--- config.mk ---
export PLATFORM = sky130hd
export DESIGN_NAME = amsdl_top
export DESIGN_NICKNAME = d
export VERILOG_FILES = /design/src/amsdl_pkg.sv /design/src/amsdl_top.sv /design/src/amsdl_axis_drive.sv /design/src/amsdl_flasher.sv
export VERILOG_INCLUDE_DIRS = /design/src /design/src/src
export SDC_FILE = /design/constraint.sdc
export NUM_CORES = 1
export LEC_CHECK = 0
export BUFFER_PORTS_ARGS = -buffer_cell sky130_fd_sc_hd__buf_2
export CAP_MARGIN = 20
export CELL_PAD_IN_SITES_DETAIL_PLACEMENT = 0
export CELL_PAD_IN_SITES_GLOBAL_PLACEMENT = 2
export CORE_ASPECT_RATIO = 0.8
export CORE_MARGIN = 5
export CORE_UTILIZATION = 27
export CTS_BUF_LIST = sky130_fd_sc_hd__clkbuf_16
export DETAILED_ROUTE_END_ITERATION = 8
export GPL_TIMING_DRIVEN = 1
export PLACE_DENSITY_LB_ADDON = 0.1
export SYNTH_ARGS = -nofsm -noshare
export SYNTH_HDL_FRONTEND = slang
export SYNTH_HIERARCHICAL = 1
export SYNTH_SLANG_ARGS = --single-unit
--- constraint.sdc ---
create_clock -name clk -period 4.9 [get_ports clk]
set_input_delay 0.245 -clock clk [delete_from_list [all_inputs] [get_ports clk]]
set_output_delay 0.245 -clock clk [all_outputs]
set_load 0.02 [all_outputs]
--- src/amsdl_consts.svh ---
// constants of the antenna menu, stow, deploy and locate sequencer
// assumes a 100 MHz clock; angles are signed tenths of a degree
// Operation
// - mode key in menu enters manual
// - recall and delete hidden without saved satellites
// - digits 1 to 8 select menu sub-modes
// - deploy moves only after confirm key
// - mode key at deploy prompt returns, no motion
// - flash moving axis label, show targets
// - deploy complete enters manual
// - stop key aborts deploy or stow at once
// - stow needs same confirm as deploy
// - stow azimuth first, then check its switch
// - missing azimuth switch triggers side-to-side search
// - failed search gives azimuth fault, stops sequence
// - optional polarization stow, fault if switch unconfirmed
// - elevation stows last, ends at stow limit
// - stow complete enters manual
// - locate without position acquires from sensors
// - invalid field shows stars, parameter needed
// - poll receiver first, report silent receiver
// - receiver without fix shows fix pending
// - compute variation, poll compass, form true heading
`ifndef AMSDL_CONSTS_SVH
`define AMSDL_CONSTS_SVH
`define AMSDL_CLK_MHZ 100
`define AMSDL_AX_AZ 0
`define AMSDL_AX_EL 1
`define AMSDL_AX_POL 2
`define AMSDL_AXIS_N 3
`define AMSDL_POS_TOL 16'sh0002
`define AMSDL_SRCH_SPAN 16'sh0032
`define AMSDL_FULL_TURN 17'sh00e10
`define AMSDL_FLASH_MS 250
`define AMSDL_RESP_MS 1000
`define AMSDL_MS_CYCLES (1000 * `AMSDL_CLK_MHZ)
`endif

--- src/amsdl_pkg.sv ---
// types shared by the sequencer, its axis drive and the test bench
// assumes amsdl_consts.svh for all numeric constants
package amsdl_pkg;
  typedef logic signed [15:0] amsdl_ang_t;
  typedef amsdl_ang_t [2:0] amsdl_axes_t;
  typedef enum logic [4:0] {
    KEY_1 = 5'h01, KEY_2 = 5'h02, KEY_3 = 5'h03, KEY_4 = 5'h04,
    KEY_5 = 5'h05, KEY_6 = 5'h06, KEY_7 = 5'h07, KEY_8 = 5'h08,
    KEY_MODE = 5'h0a, KEY_BKSP = 5'h0b, KEY_STOP = 5'h0c, KEY_ENTER = 5'h0d
  } amsdl_key_t;
  typedef enum logic [4:0] {
    M_MANUAL = 5'h00, M_MENU = 5'h01, M_DEP_ASK = 5'h02, M_DEP_AZ = 5'h03,
    M_DEP_POL = 5'h04, M_DEP_EL = 5'h05, M_STOW_ASK = 5'h06, M_STOW_AZ = 5'h07,
    M_SRCH_P = 5'h08, M_SRCH_N = 5'h09, M_STOW_POL = 5'h0a, M_STOW_EL = 5'h0b,
    M_STOW_FLT = 5'h0c, M_LOC_GPS = 5'h0d, M_LOC_GWAIT = 5'h0e, M_LOC_VAR = 5'h0f,
    M_LOC_CMP = 5'h10, M_LOC_CWAIT = 5'h11, M_LOC_SHOW = 5'h12, M_STORE = 5'h13,
    M_RECALL = 5'h14, M_DELETE = 5'h15, M_POSITION = 5'h16, M_SETTINGS = 5'h17
  } amsdl_mode_t;
  typedef struct packed {
    logic azimuth_park_fault;
    logic polarization_park_fault;
    logic receiver_silent_error;
    logic fix_pending_status;
    logic magnetic_variation_calc;
    logic param_needed;
  } amsdl_status_t;
endpackage : amsdl_pkg

--- src/amsdl_top.sv ---
// mode sequencer: menu, confirmed deploy and stow, locate position gathering
// assumes keypad events are one-cycle pulses and sensor answers are pulses
`timescale 1ns/1ps
`include "amsdl_consts.svh"
module amsdl_top
  import amsdl_pkg::*;
#(
  parameter int unsigned FLASH_CYCLES = `AMSDL_FLASH_MS * `AMSDL_MS_CYCLES,
  parameter int unsigned RESP_CYCLES = `AMSDL_RESP_MS * `AMSDL_MS_CYCLES,
  parameter amsdl_ang_t VAR_K_LAT = 16'sh0010,
  parameter amsdl_ang_t VAR_K_LON = 16'sh0020,
  parameter amsdl_ang_t VAR_K_TIME = 16'sh0001
) (
  input wire logic clk,
  input wire logic rst_n,
  input wire logic key_valid,
  input wire logic [4:0] key_code,
  input wire logic sats_saved,
  input wire amsdl_axes_t axis_pos,
  input wire amsdl_axes_t deploy_target,
  input wire amsdl_axes_t stow_target,
  input wire logic az_stow_switch,
  input wire logic pol_stow_enable,
  input wire logic pol_switch_fitted,
  input wire logic pol_stow_switch,
  input wire logic el_stow_limit,
  input wire logic gps_fitted,
  input wire logic gps_resp,
  input wire logic gps_fix_valid,
  input wire amsdl_ang_t gps_lat,
  input wire amsdl_ang_t gps_lon,
  input wire logic [15:0] utc_time,
  input wire logic compass_fitted,
  input wire logic compass_resp,
  input wire amsdl_ang_t compass_heading,
  output amsdl_mode_t mode,
  output logic show_recall_delete,
  output logic [2:0] drive_pos,
  output logic [2:0] drive_neg,
  output logic [2:0] label_flash,
  output amsdl_axes_t shown_target,
  output logic show_targets,
  output logic gps_poll,
  output logic compass_poll,
  output amsdl_ang_t lat,
  output amsdl_ang_t lon,
  output amsdl_ang_t heading,
  output logic lat_stars,
  output logic lon_stars,
  output logic heading_stars,
  output amsdl_status_t status,
  output logic magnetic_variation_calc_flash
);

  amsdl_mode_t mode_d, mode_q;
  logic [31:0] tmr_d, tmr_q;
  amsdl_ang_t lat_d, lat_q, lon_d, lon_q, hdg_d, hdg_q;
  logic lat_v_d, lat_v_q, lon_v_d, lon_v_q, hdg_v_d, hdg_v_q;
  logic signed [31:0] var_d, var_q;
  logic [1:0] vstep_d, vstep_q;
  amsdl_status_t st_d, st_q;
  logic gpoll_d, gpoll_q, cpoll_d, cpoll_q;
  logic [2:0] en;
  logic [2:0] at;
  amsdl_axes_t tgt;
  logic phase;
  logic run;
  logic k_mode, k_bksp, k_stop;
  logic signed [31:0] prod;
  logic signed [16:0] hsum;

  assign k_mode = key_valid && (key_code == KEY_MODE);
  assign k_bksp = key_valid && (key_code == KEY_BKSP);
  assign k_stop = key_valid && (key_code == KEY_STOP);

  // only one axis is enabled per state, so axes move one after another
  always_comb begin
    en = 3'b000;
    tgt = stow_target;
    unique case (mode_q)
      M_DEP_AZ: en[`AMSDL_AX_AZ] = 1'b1;
      M_DEP_POL: en[`AMSDL_AX_POL] = 1'b1;
      M_DEP_EL: en[`AMSDL_AX_EL] = 1'b1;
      M_STOW_AZ, M_SRCH_P, M_SRCH_N: en[`AMSDL_AX_AZ] = 1'b1;
      M_STOW_POL: en[`AMSDL_AX_POL] = 1'b1;
      M_STOW_EL: en[`AMSDL_AX_EL] = 1'b1;
      default: en = 3'b000;
    endcase
    if (mode_q inside {M_DEP_AZ, M_DEP_POL, M_DEP_EL}) begin
      tgt = deploy_target;
    end
    // search swings a short span either side of the stow point
    if (mode_q == M_SRCH_P) begin
      tgt[`AMSDL_AX_AZ] = stow_target[`AMSDL_AX_AZ] + `AMSDL_SRCH_SPAN;
    end
    if (mode_q == M_SRCH_N) begin
      tgt[`AMSDL_AX_AZ] = stow_target[`AMSDL_AX_AZ] - `AMSDL_SRCH_SPAN;
    end
  end

  for (genvar i = 0; i < `AMSDL_AXIS_N; i++) begin : g_axis
    amsdl_axis_drive u_drive (
      .clk(clk),
      .rst_n(rst_n),
      .enable(en[i] && !k_stop),
      .target(tgt[i]),
      .position(axis_pos[i]),
      .at_target(at[i]),
      .drive_pos(drive_pos[i]),
      .drive_neg(drive_neg[i])
    );
    assign label_flash[i] = en[i] && phase;
  end

  amsdl_flasher #(.HALF_CYCLES(FLASH_CYCLES)) u_flash (
    .clk(clk),
    .rst_n(rst_n),
    .phase(phase)
  );

  assign run = mode_q inside {M_DEP_AZ, M_DEP_POL, M_DEP_EL, M_STOW_AZ, M_SRCH_P,
                              M_SRCH_N, M_STOW_POL, M_STOW_EL};

  always_comb begin
    unique case (vstep_q)
      2'h0: prod = lat_q * VAR_K_LAT;
      2'h1: prod = lon_q * VAR_K_LON;
      default: prod = $signed({1'b0, utc_time}) * VAR_K_TIME;
    endcase
    // heading sign-extended, variation truncated to 17 bits, so a westerly (negative) variation subtracts
    hsum = 17'(compass_heading) + 17'(var_q);
    if (hsum < 17'sh00000) begin
      hsum = hsum + `AMSDL_FULL_TURN;
    end else if (hsum >= `AMSDL_FULL_TURN) begin
      hsum = hsum - `AMSDL_FULL_TURN;
    end
  end

  always_comb begin
    mode_d = mode_q;
    tmr_d = tmr_q;
    lat_d = lat_q;
    lon_d = lon_q;
    hdg_d = hdg_q;
    lat_v_d = lat_v_q;
    lon_v_d = lon_v_q;
    hdg_v_d = hdg_v_q;
    var_d = var_q;
    vstep_d = vstep_q;
    st_d = st_q;
    gpoll_d = 1'b0;
    cpoll_d = 1'b0;
    unique case (mode_q)
      M_MANUAL: if (k_mode) mode_d = M_MENU;
      M_MENU: begin
        if (k_mode) begin
          mode_d = M_MANUAL;
        end else if (key_valid) begin
          unique case (key_code)
            KEY_1: mode_d = M_DEP_ASK;
            KEY_2: mode_d = M_STOW_ASK;
            KEY_3: mode_d = (lat_v_q && lon_v_q && hdg_v_q) ? M_LOC_SHOW : M_LOC_GPS;
            KEY_4: mode_d = M_STORE;
            KEY_5: if (sats_saved) mode_d = M_RECALL;
            KEY_6: if (sats_saved) mode_d = M_DELETE;
            KEY_7: mode_d = M_POSITION;
            KEY_8: mode_d = M_SETTINGS;
            default: mode_d = M_MENU;
          endcase
        end
      end
      M_DEP_ASK: begin
        if (k_bksp) mode_d = M_DEP_AZ;
        else if (k_mode) mode_d = M_MENU;
      end
      M_STOW_ASK: begin
        if (k_bksp) mode_d = M_STOW_AZ;
        else if (k_mode) mode_d = M_MENU;
      end
      M_DEP_AZ: if (at[`AMSDL_AX_AZ]) mode_d = M_DEP_POL;
      M_DEP_POL: if (at[`AMSDL_AX_POL]) mode_d = M_DEP_EL;
      M_DEP_EL: if (at[`AMSDL_AX_EL]) mode_d = M_MANUAL;
      M_STOW_AZ: begin
        if (at[`AMSDL_AX_AZ]) begin
          mode_d = az_stow_switch ? M_STOW_POL : M_SRCH_P;
        end
      end
      M_SRCH_P: begin
        if (az_stow_switch) mode_d = M_STOW_POL;
        else if (at[`AMSDL_AX_AZ]) mode_d = M_SRCH_N;
      end
      M_SRCH_N: begin
        if (az_stow_switch) begin
          mode_d = M_STOW_POL;
        end else if (at[`AMSDL_AX_AZ]) begin
          mode_d = M_STOW_FLT;
          st_d.azimuth_park_fault = 1'b1;
        end
      end
      M_STOW_POL: begin
        if (!pol_stow_enable) begin
          mode_d = M_STOW_EL;
        end else if (at[`AMSDL_AX_POL]) begin
          if (pol_switch_fitted && !pol_stow_switch) begin
            mode_d = M_STOW_FLT;
            st_d.polarization_park_fault = 1'b1;
          end else begin
            mode_d = M_STOW_EL;
          end
        end
      end
      M_STOW_EL: if (el_stow_limit || at[`AMSDL_AX_EL]) mode_d = M_MANUAL;
      M_STOW_FLT: begin
        // the fault message stays until the mode key
        if (k_mode) begin
          mode_d = M_MENU;
          st_d.azimuth_park_fault = 1'b0;
          st_d.polarization_park_fault = 1'b0;
        end
      end
      M_LOC_GPS: begin
        st_d.receiver_silent_error = 1'b0;
        st_d.fix_pending_status = 1'b0;
        if (gps_fitted) begin
          gpoll_d = 1'b1;
          tmr_d = RESP_CYCLES;
          mode_d = M_LOC_GWAIT;
        end else begin
          mode_d = M_LOC_SHOW;
        end
      end
      M_LOC_GWAIT: begin
        tmr_d = tmr_q - 32'h0000_0001;
        if (gps_resp && gps_fix_valid) begin
          lat_d = gps_lat;
          lon_d = gps_lon;
          lat_v_d = 1'b1;
          lon_v_d = 1'b1;
          var_d = 32'sh0000_0000;
          vstep_d = 2'h0;
          mode_d = M_LOC_VAR;
        end else if (gps_resp) begin
          st_d.fix_pending_status = 1'b1;
          mode_d = M_LOC_SHOW;
        end else if (tmr_q == 32'h0000_0000) begin
          st_d.receiver_silent_error = 1'b1;
          mode_d = M_LOC_SHOW;
        end
      end
      M_LOC_VAR: begin
        // three-term linear variation model, one term per cycle
        var_d = var_q + (prod >>> 8);
        vstep_d = vstep_q + 2'h1;
        if (vstep_q == 2'h2) mode_d = M_LOC_CMP;
      end
      M_LOC_CMP: begin
        if (compass_fitted) begin
          cpoll_d = 1'b1;
          tmr_d = RESP_CYCLES;
          mode_d = M_LOC_CWAIT;
        end else begin
          mode_d = M_LOC_SHOW;
        end
      end
      M_LOC_CWAIT: begin
        tmr_d = tmr_q - 32'h0000_0001;
        if (compass_resp) begin
          hdg_d = hsum[15:0];
          hdg_v_d = 1'b1;
          mode_d = M_LOC_SHOW;
        end else if (tmr_q == 32'h0000_0000) begin
          mode_d = M_LOC_SHOW;
        end
      end
      M_LOC_SHOW, M_STORE, M_RECALL, M_DELETE, M_POSITION, M_SETTINGS: begin
        if (k_mode) mode_d = M_MENU;
      end
      default: mode_d = M_MANUAL;
    endcase
    if (run && k_stop) begin
      mode_d = M_MANUAL;
    end
    st_d.magnetic_variation_calc = (mode_d == M_LOC_VAR);
    st_d.param_needed = !(lat_v_d && lon_v_d && hdg_v_d);
  end

  always_ff @(posedge clk) begin
    if (!rst_n) begin
      mode_q <= M_MANUAL;
      tmr_q <= 32'h0000_0000;
      lat_q <= 16'sh0000;
      lon_q <= 16'sh0000;
      hdg_q <= 16'sh0000;
      lat_v_q <= 1'b0;
      lon_v_q <= 1'b0;
      hdg_v_q <= 1'b0;
      var_q <= 32'sh0000_0000;
      vstep_q <= 2'h0;
      st_q <= '{param_needed: 1'b1, default: 1'b0};
      gpoll_q <= 1'b0;
      cpoll_q <= 1'b0;
    end else begin
      mode_q <= mode_d;
      tmr_q <= tmr_d;
      lat_q <= lat_d;
      lon_q <= lon_d;
      hdg_q <= hdg_d;
      lat_v_q <= lat_v_d;
      lon_v_q <= lon_v_d;
      hdg_v_q <= hdg_v_d;
      var_q <= var_d;
      vstep_q <= vstep_d;
      st_q <= st_d;
      gpoll_q <= gpoll_d;
      cpoll_q <= cpoll_d;
    end
  end

  assign mode = mode_q;
  assign show_recall_delete = sats_saved;
  assign shown_target = tgt;
  assign show_targets = run;
  assign gps_poll = gpoll_q;
  assign compass_poll = cpoll_q;
  assign lat = lat_q;
  assign lon = lon_q;
  assign heading = hdg_q;
  assign lat_stars = !lat_v_q;
  assign lon_stars = !lon_v_q;
  assign heading_stars = !hdg_v_q;
  assign status = st_q;
  assign magnetic_variation_calc_flash = st_q.magnetic_variation_calc && phase;
endmodule : amsdl_top

--- src/amsdl_axis_drive.sv ---
// one axis drive: steps toward the target while enabled
// assumes position input follows the motor; direction outputs go to the drive
`timescale 1ns/1ps
`include "amsdl_consts.svh"
module amsdl_axis_drive
  import amsdl_pkg::*;
#(
  parameter amsdl_ang_t TOL = `AMSDL_POS_TOL
) (
  input wire logic clk,
  input wire logic rst_n,
  input wire logic enable,
  input wire amsdl_ang_t target,
  input wire amsdl_ang_t position,
  output logic at_target,
  output logic drive_pos,
  output logic drive_neg
);
  logic signed [16:0] diff;
  logic drive_pos_d;
  logic drive_neg_d;
  logic drive_pos_q;
  logic drive_neg_q;

  always_comb begin
    diff = {position[15], position} - {target[15], target};
    at_target = (diff <= 17'(TOL)) && (diff >= -17'(TOL));
    drive_pos_d = enable && !at_target && diff[16];
    drive_neg_d = enable && !at_target && !diff[16];
  end

  always_ff @(posedge clk) begin
    if (!rst_n) begin
      drive_pos_q <= 1'b0;
      drive_neg_q <= 1'b0;
    end else begin
      drive_pos_q <= drive_pos_d;
      drive_neg_q <= drive_neg_d;
    end
  end

  // dropping enable stops the drive at once, without waiting for an edge
  assign drive_pos = drive_pos_q && enable;
  assign drive_neg = drive_neg_q && enable;
endmodule : amsdl_axis_drive

--- src/amsdl_flasher.sv ---
// blink phase for flashing display labels
// assumes a free-running clock
`timescale 1ns/1ps
`include "amsdl_consts.svh"
module amsdl_flasher #(
  parameter int unsigned HALF_CYCLES = `AMSDL_FLASH_MS * `AMSDL_MS_CYCLES
) (
  input wire logic clk,
  input wire logic rst_n,
  output logic phase
);
  logic [31:0] cnt_d;
  logic [31:0] cnt_q;
  logic phase_d;
  logic phase_q;

  always_comb begin
    cnt_d = cnt_q + 32'h0000_0001;
    phase_d = phase_q;
    if (cnt_q >= HALF_CYCLES - 1) begin
      cnt_d = 32'h0000_0000;
      phase_d = !phase_q;
    end
  end

  always_ff @(posedge clk) begin
    if (!rst_n) begin
      cnt_q <= 32'h0000_0000;
      phase_q <= 1'b0;
    end else begin
      cnt_q <= cnt_d;
      phase_q <= phase_d;
    end
  end

  assign phase = phase_q;
endmodule : amsdl_flasher

==> results.md <==
- CP required: between 5 and 6 ns
- Power per cell area: between 200 and 250 nW/um2
- Hold Path Depth: 3
- Hpwl dp: between 40000 and 50000 um
- Final Setup Violations: 0
- Synth Area per Inst: about 7.3 um2
- Placed insts: between 3000 and 4000
- DRT iter0 DRCs: 873
- Via count: roughly 16000
- Clock transition at path regs: ~0.080 ns
- Fin crit period: roughly 4.8 ns
- Final Skew: approximately 0.012 ns
- Main flop type after synthesis: dfxtp_1
- Top delay family on crit path: simple AND/OR/NAND/NOR gates
- Post-synth EDFFs: 0
- DIE AREA: around 56000 um2
- Max-cap violations: 0
- Crit path max fanout: 5
- Number of global-route vias before repair: about 15000
- Area grow syn2layout: 38.7%
- Row cnt: 74
- Routed WL: 56800 um
- Final #Nets: around 2700
- # hold bufs at CTS: 0
- CTS HTree Levels: 4
- Post-synth ARST share: 0%
- Total global-route track usage: 19.0%
- Layout cell share with drive strength beyond 1: 32.7%
- Core footprint: ~51000 um2
- Worst hold path type: in2reg
- Global-route wire length before repair: 86000 um
- CTS max path bufs: 2
- RSZ-0062 raised after global routing: yes
- Sum Neg Setup Slack: 0 ns
- Die width: roughly 260 um
- Initial core utilization: between 20% and 30%
- Synth Register Bits: 154
- Buffers on Ports: around 340
- Synth cell types: just over 100
- Max Transition Viols Final: 0
- Tcrit/Tclk final: slightly below 100%
- DR vias/cell: between 5 and 6
- Fin util: between 30% and 40%
- I/O pin count: around 350
- GRT overflow: 0
- CTS tree: yes
- Register area share after synthesis: ~22%
- Hold Worst Slack: about 0.032 ns
- Post-DRT Antenna Nets: 0
- Area contributors post-synth: dfxtp_1 22%, ha_1 8.3%, nand2_1 7.9%
- Area share of the largest cell type after synthesis: 22.3%
- Slew @ Worst Pin: between 0.9 and 1 ns
- Max_slew headroom: about a third
- Antenna violations before repair: 9
- Most common cell after layout, fill and taps aside: buf_2
- Sinks on the clock net: between 150 and 200
- Routability cong.: slightly below 0.9
- Syn Inst Count: about 1900
- Largest net degree at the start of global routing: 56
- Max rail drop VDD: between 0.2 and 0.3 mV
- Root buffer cell: clkbuf_16
- Status: finished, final reports clean
- Leading cell types in the layout, fill and taps excluded: 342 x buf_2, 279 x nand2_1, 203 x buf_4
- FMAX: about 210 MHz
- Worst setup SP type: register
- DR DRC count: 0
- Drt pass-1 iters: 7
- Worst R2R Path Depth: 25
- Total CTS buffers: 17
- Cell depth of the worst setup path: 25
- CP Data Arrival Time: a little over 5 ns
- Final hold vios: 0
- Area leader, netlist: dfxtp_1
- Final Non-Filler Cells: 3098
- Crit-path slowest cell: or4_4
- Avg WL per Cell: between 15 and 20 um
- Worst-skew pair later-pin latency: 0.44 ns
- Die Span Y: between 200 and 250 um
- CP bufs+invs: 5
- Yosys warnings: 6
- Most frequent CP cell: buf_4
- CP peak stage delay: ~0.53 ns
- Crit end category: register
- Kind of critical path: reg2reg
- Syn Std Cell Area: about 14000 um2
- LEAKAGE: ~8.5 nW
worst register-to-register path: stages, from the launching register on:
cell and delay (ns):
dfxtp_4 0.37, nor2b_4 0.14, buf_4 0.16, nand2_1 0.08, nor2_1 0.05, buf_4 0.15
buf_4 0.16, o211ai_1 0.20, o21a_2 0.20, inv_2 0.05, ha_4 0.24, and2b_1 0.18
o22a_1 0.21, xor2_1 0.17, or4_4 0.53, nor4b_4 0.25, o2111ai_2 0.16, nor4_2 0.16
buf_4 0.17, o2bb2ai_4 0.16, nor3_2 0.06, o21ai_1 0.13, o21ai_1 0.08, or4_1 0.41
a21oi_2 0.21, nor4b_2 0.07
worst paths after layout:
check,start,end,slack [ns]
setup reg to reg,mode[0]$_SDFF_PN0_,status[1]$_SDFF_PN0_,0.07
hold reg to reg,lat[3]$_SDFFE_PN0P_,lat[3]$_SDFFE_PN0P_,0.45
setup / recovery,mode[0]$_SDFF_PN0_,status[1]$_SDFF_PN0_,0.07
hold / removal,gps_lat[12],lat[12]$_SDFFE_PN0P_,0.03
final cells by class:
| class | instances | area (um2) |
|---|---|---|
| Fill cell | 5470 | 31700 |
| Multi-Input combinational cell | 1561 | 10700 |
| Timing Repair Buffer | 561 | 3470 |
| Sequential cell | 154 | 3100 |
| Tap cell | 684 | 856 |
| Clock buffer | 17 | 425 |
| Inverter | 104 | 390 |
| Clock inverter | 15 | 173 |
| Antenna cell | 2 | 5.00 |
kinds of logic (layout without fill, tap and decap cells):
group,Yosys count,after routing,share of synthesized area [%]
and+or+nand+nor,842,842,30.5
AOI/OAI and AO/OA,491,491,24.3
buffers and inverters,192,697,5.70
DFF,154,154,22.3
xor gates and xnor gates,104,104,6.59
adders and majority gates,97,97,9.06
muxes,20,20,1.49
other,1,9,0.0271
report_power, final:
group	leakage [nW]	switching, W	total (W)	internal (W)
Clock	0.294	0.000662	0.00139	0.000732
Combinational	6.92	0.00106	0.00192	0.000855
Sequential	1.25	0.0000327	0.00131	0.00128
Total	8.46	0.00176	0.00463	0.00287
routing by layer:
layer / track usage [%] / up-vias / wire length (um)
li1: - / 7878 / -
met1: 27.9 / 7488 / 28500
met2: 29.5 / 311 / 25000
met3: 3.61 / 49 / 2620
met4: 3.30 / 14 / 662
met5: 0 / - / 87
stage by stage:
step / instance area [um2] / power, W / worst slack, ns
after detailed placement: 17600 / 0.00303 / -0.340
after global placement: 17600 / 0.00302 / -0.252
after floorplan: 14000 / 0.00234 / -0.0256
after global routing: 19200 / 0.00491 / -0.228
after CTS: 18400 / 0.00448 / 0.0128
final: 19200 / 0.00463 / 0.0664
state kept, by name, indices dropped and copies added (netlist names):
signal                      count
mode                            5
gps_poll                        1
compass_poll                    1
lat                            16
vstep_q                         2
status                          6
g_axis.u_drive/drive_pos_q      3
var_q                          17
g_axis.u_drive/drive_neg_q      3
u_flash/cnt_q                  32
lon                            16
heading                        16
lat_v_q                         1
u_flash/phase                   1
hdg_v_q                         1
lon_v_q                         1
tmr_q                          32
synthesized netlist by cell type, types with 6 or more instances:
cell type / number
inv_1: 103
o2111ai_1: 8
dfxtp_1: 154
nand2_1: 292
or4_4: 6
xor2_1: 41
mux2i_1: 16
a211o_1: 8
nor2_1: 176
a21o_1: 26
ha_1: 92
nor4_1: 21
and2_1: 14
nand4_1: 18
a31oi_1: 18
nand3b_1: 7
clkbuf_1: 69
o311ai_0: 8
nand2b_1: 17
o22a_1: 7
o31ai_1: 10
nor2b_1: 24
o211ai_1: 18
and3_1: 11
o21ai_0: 80
a211oi_1: 22
nor3_1: 53
o221ai_1: 10
or2_2: 11
xnor2_1: 63
and4_1: 11
o21a_1: 18
nand3_1: 75
or3_1: 33
or4_1: 20
a311oi_1: 15
nor4_2: 6
a2111oi_0: 13
a21oi_1: 137
a22oi_1: 13
o21bai_1: 7
what timing repair did:
action,4_1_cts,5_1_grt
endpoints found under the hold margin,0,0
gates resized for setup,28,135
cloned,0,1
endpoints found under the setup margin,4,5
setup buffers,2,25
pin swaps,4,61
Note: power is estimated with default switching activity, not from simulation.
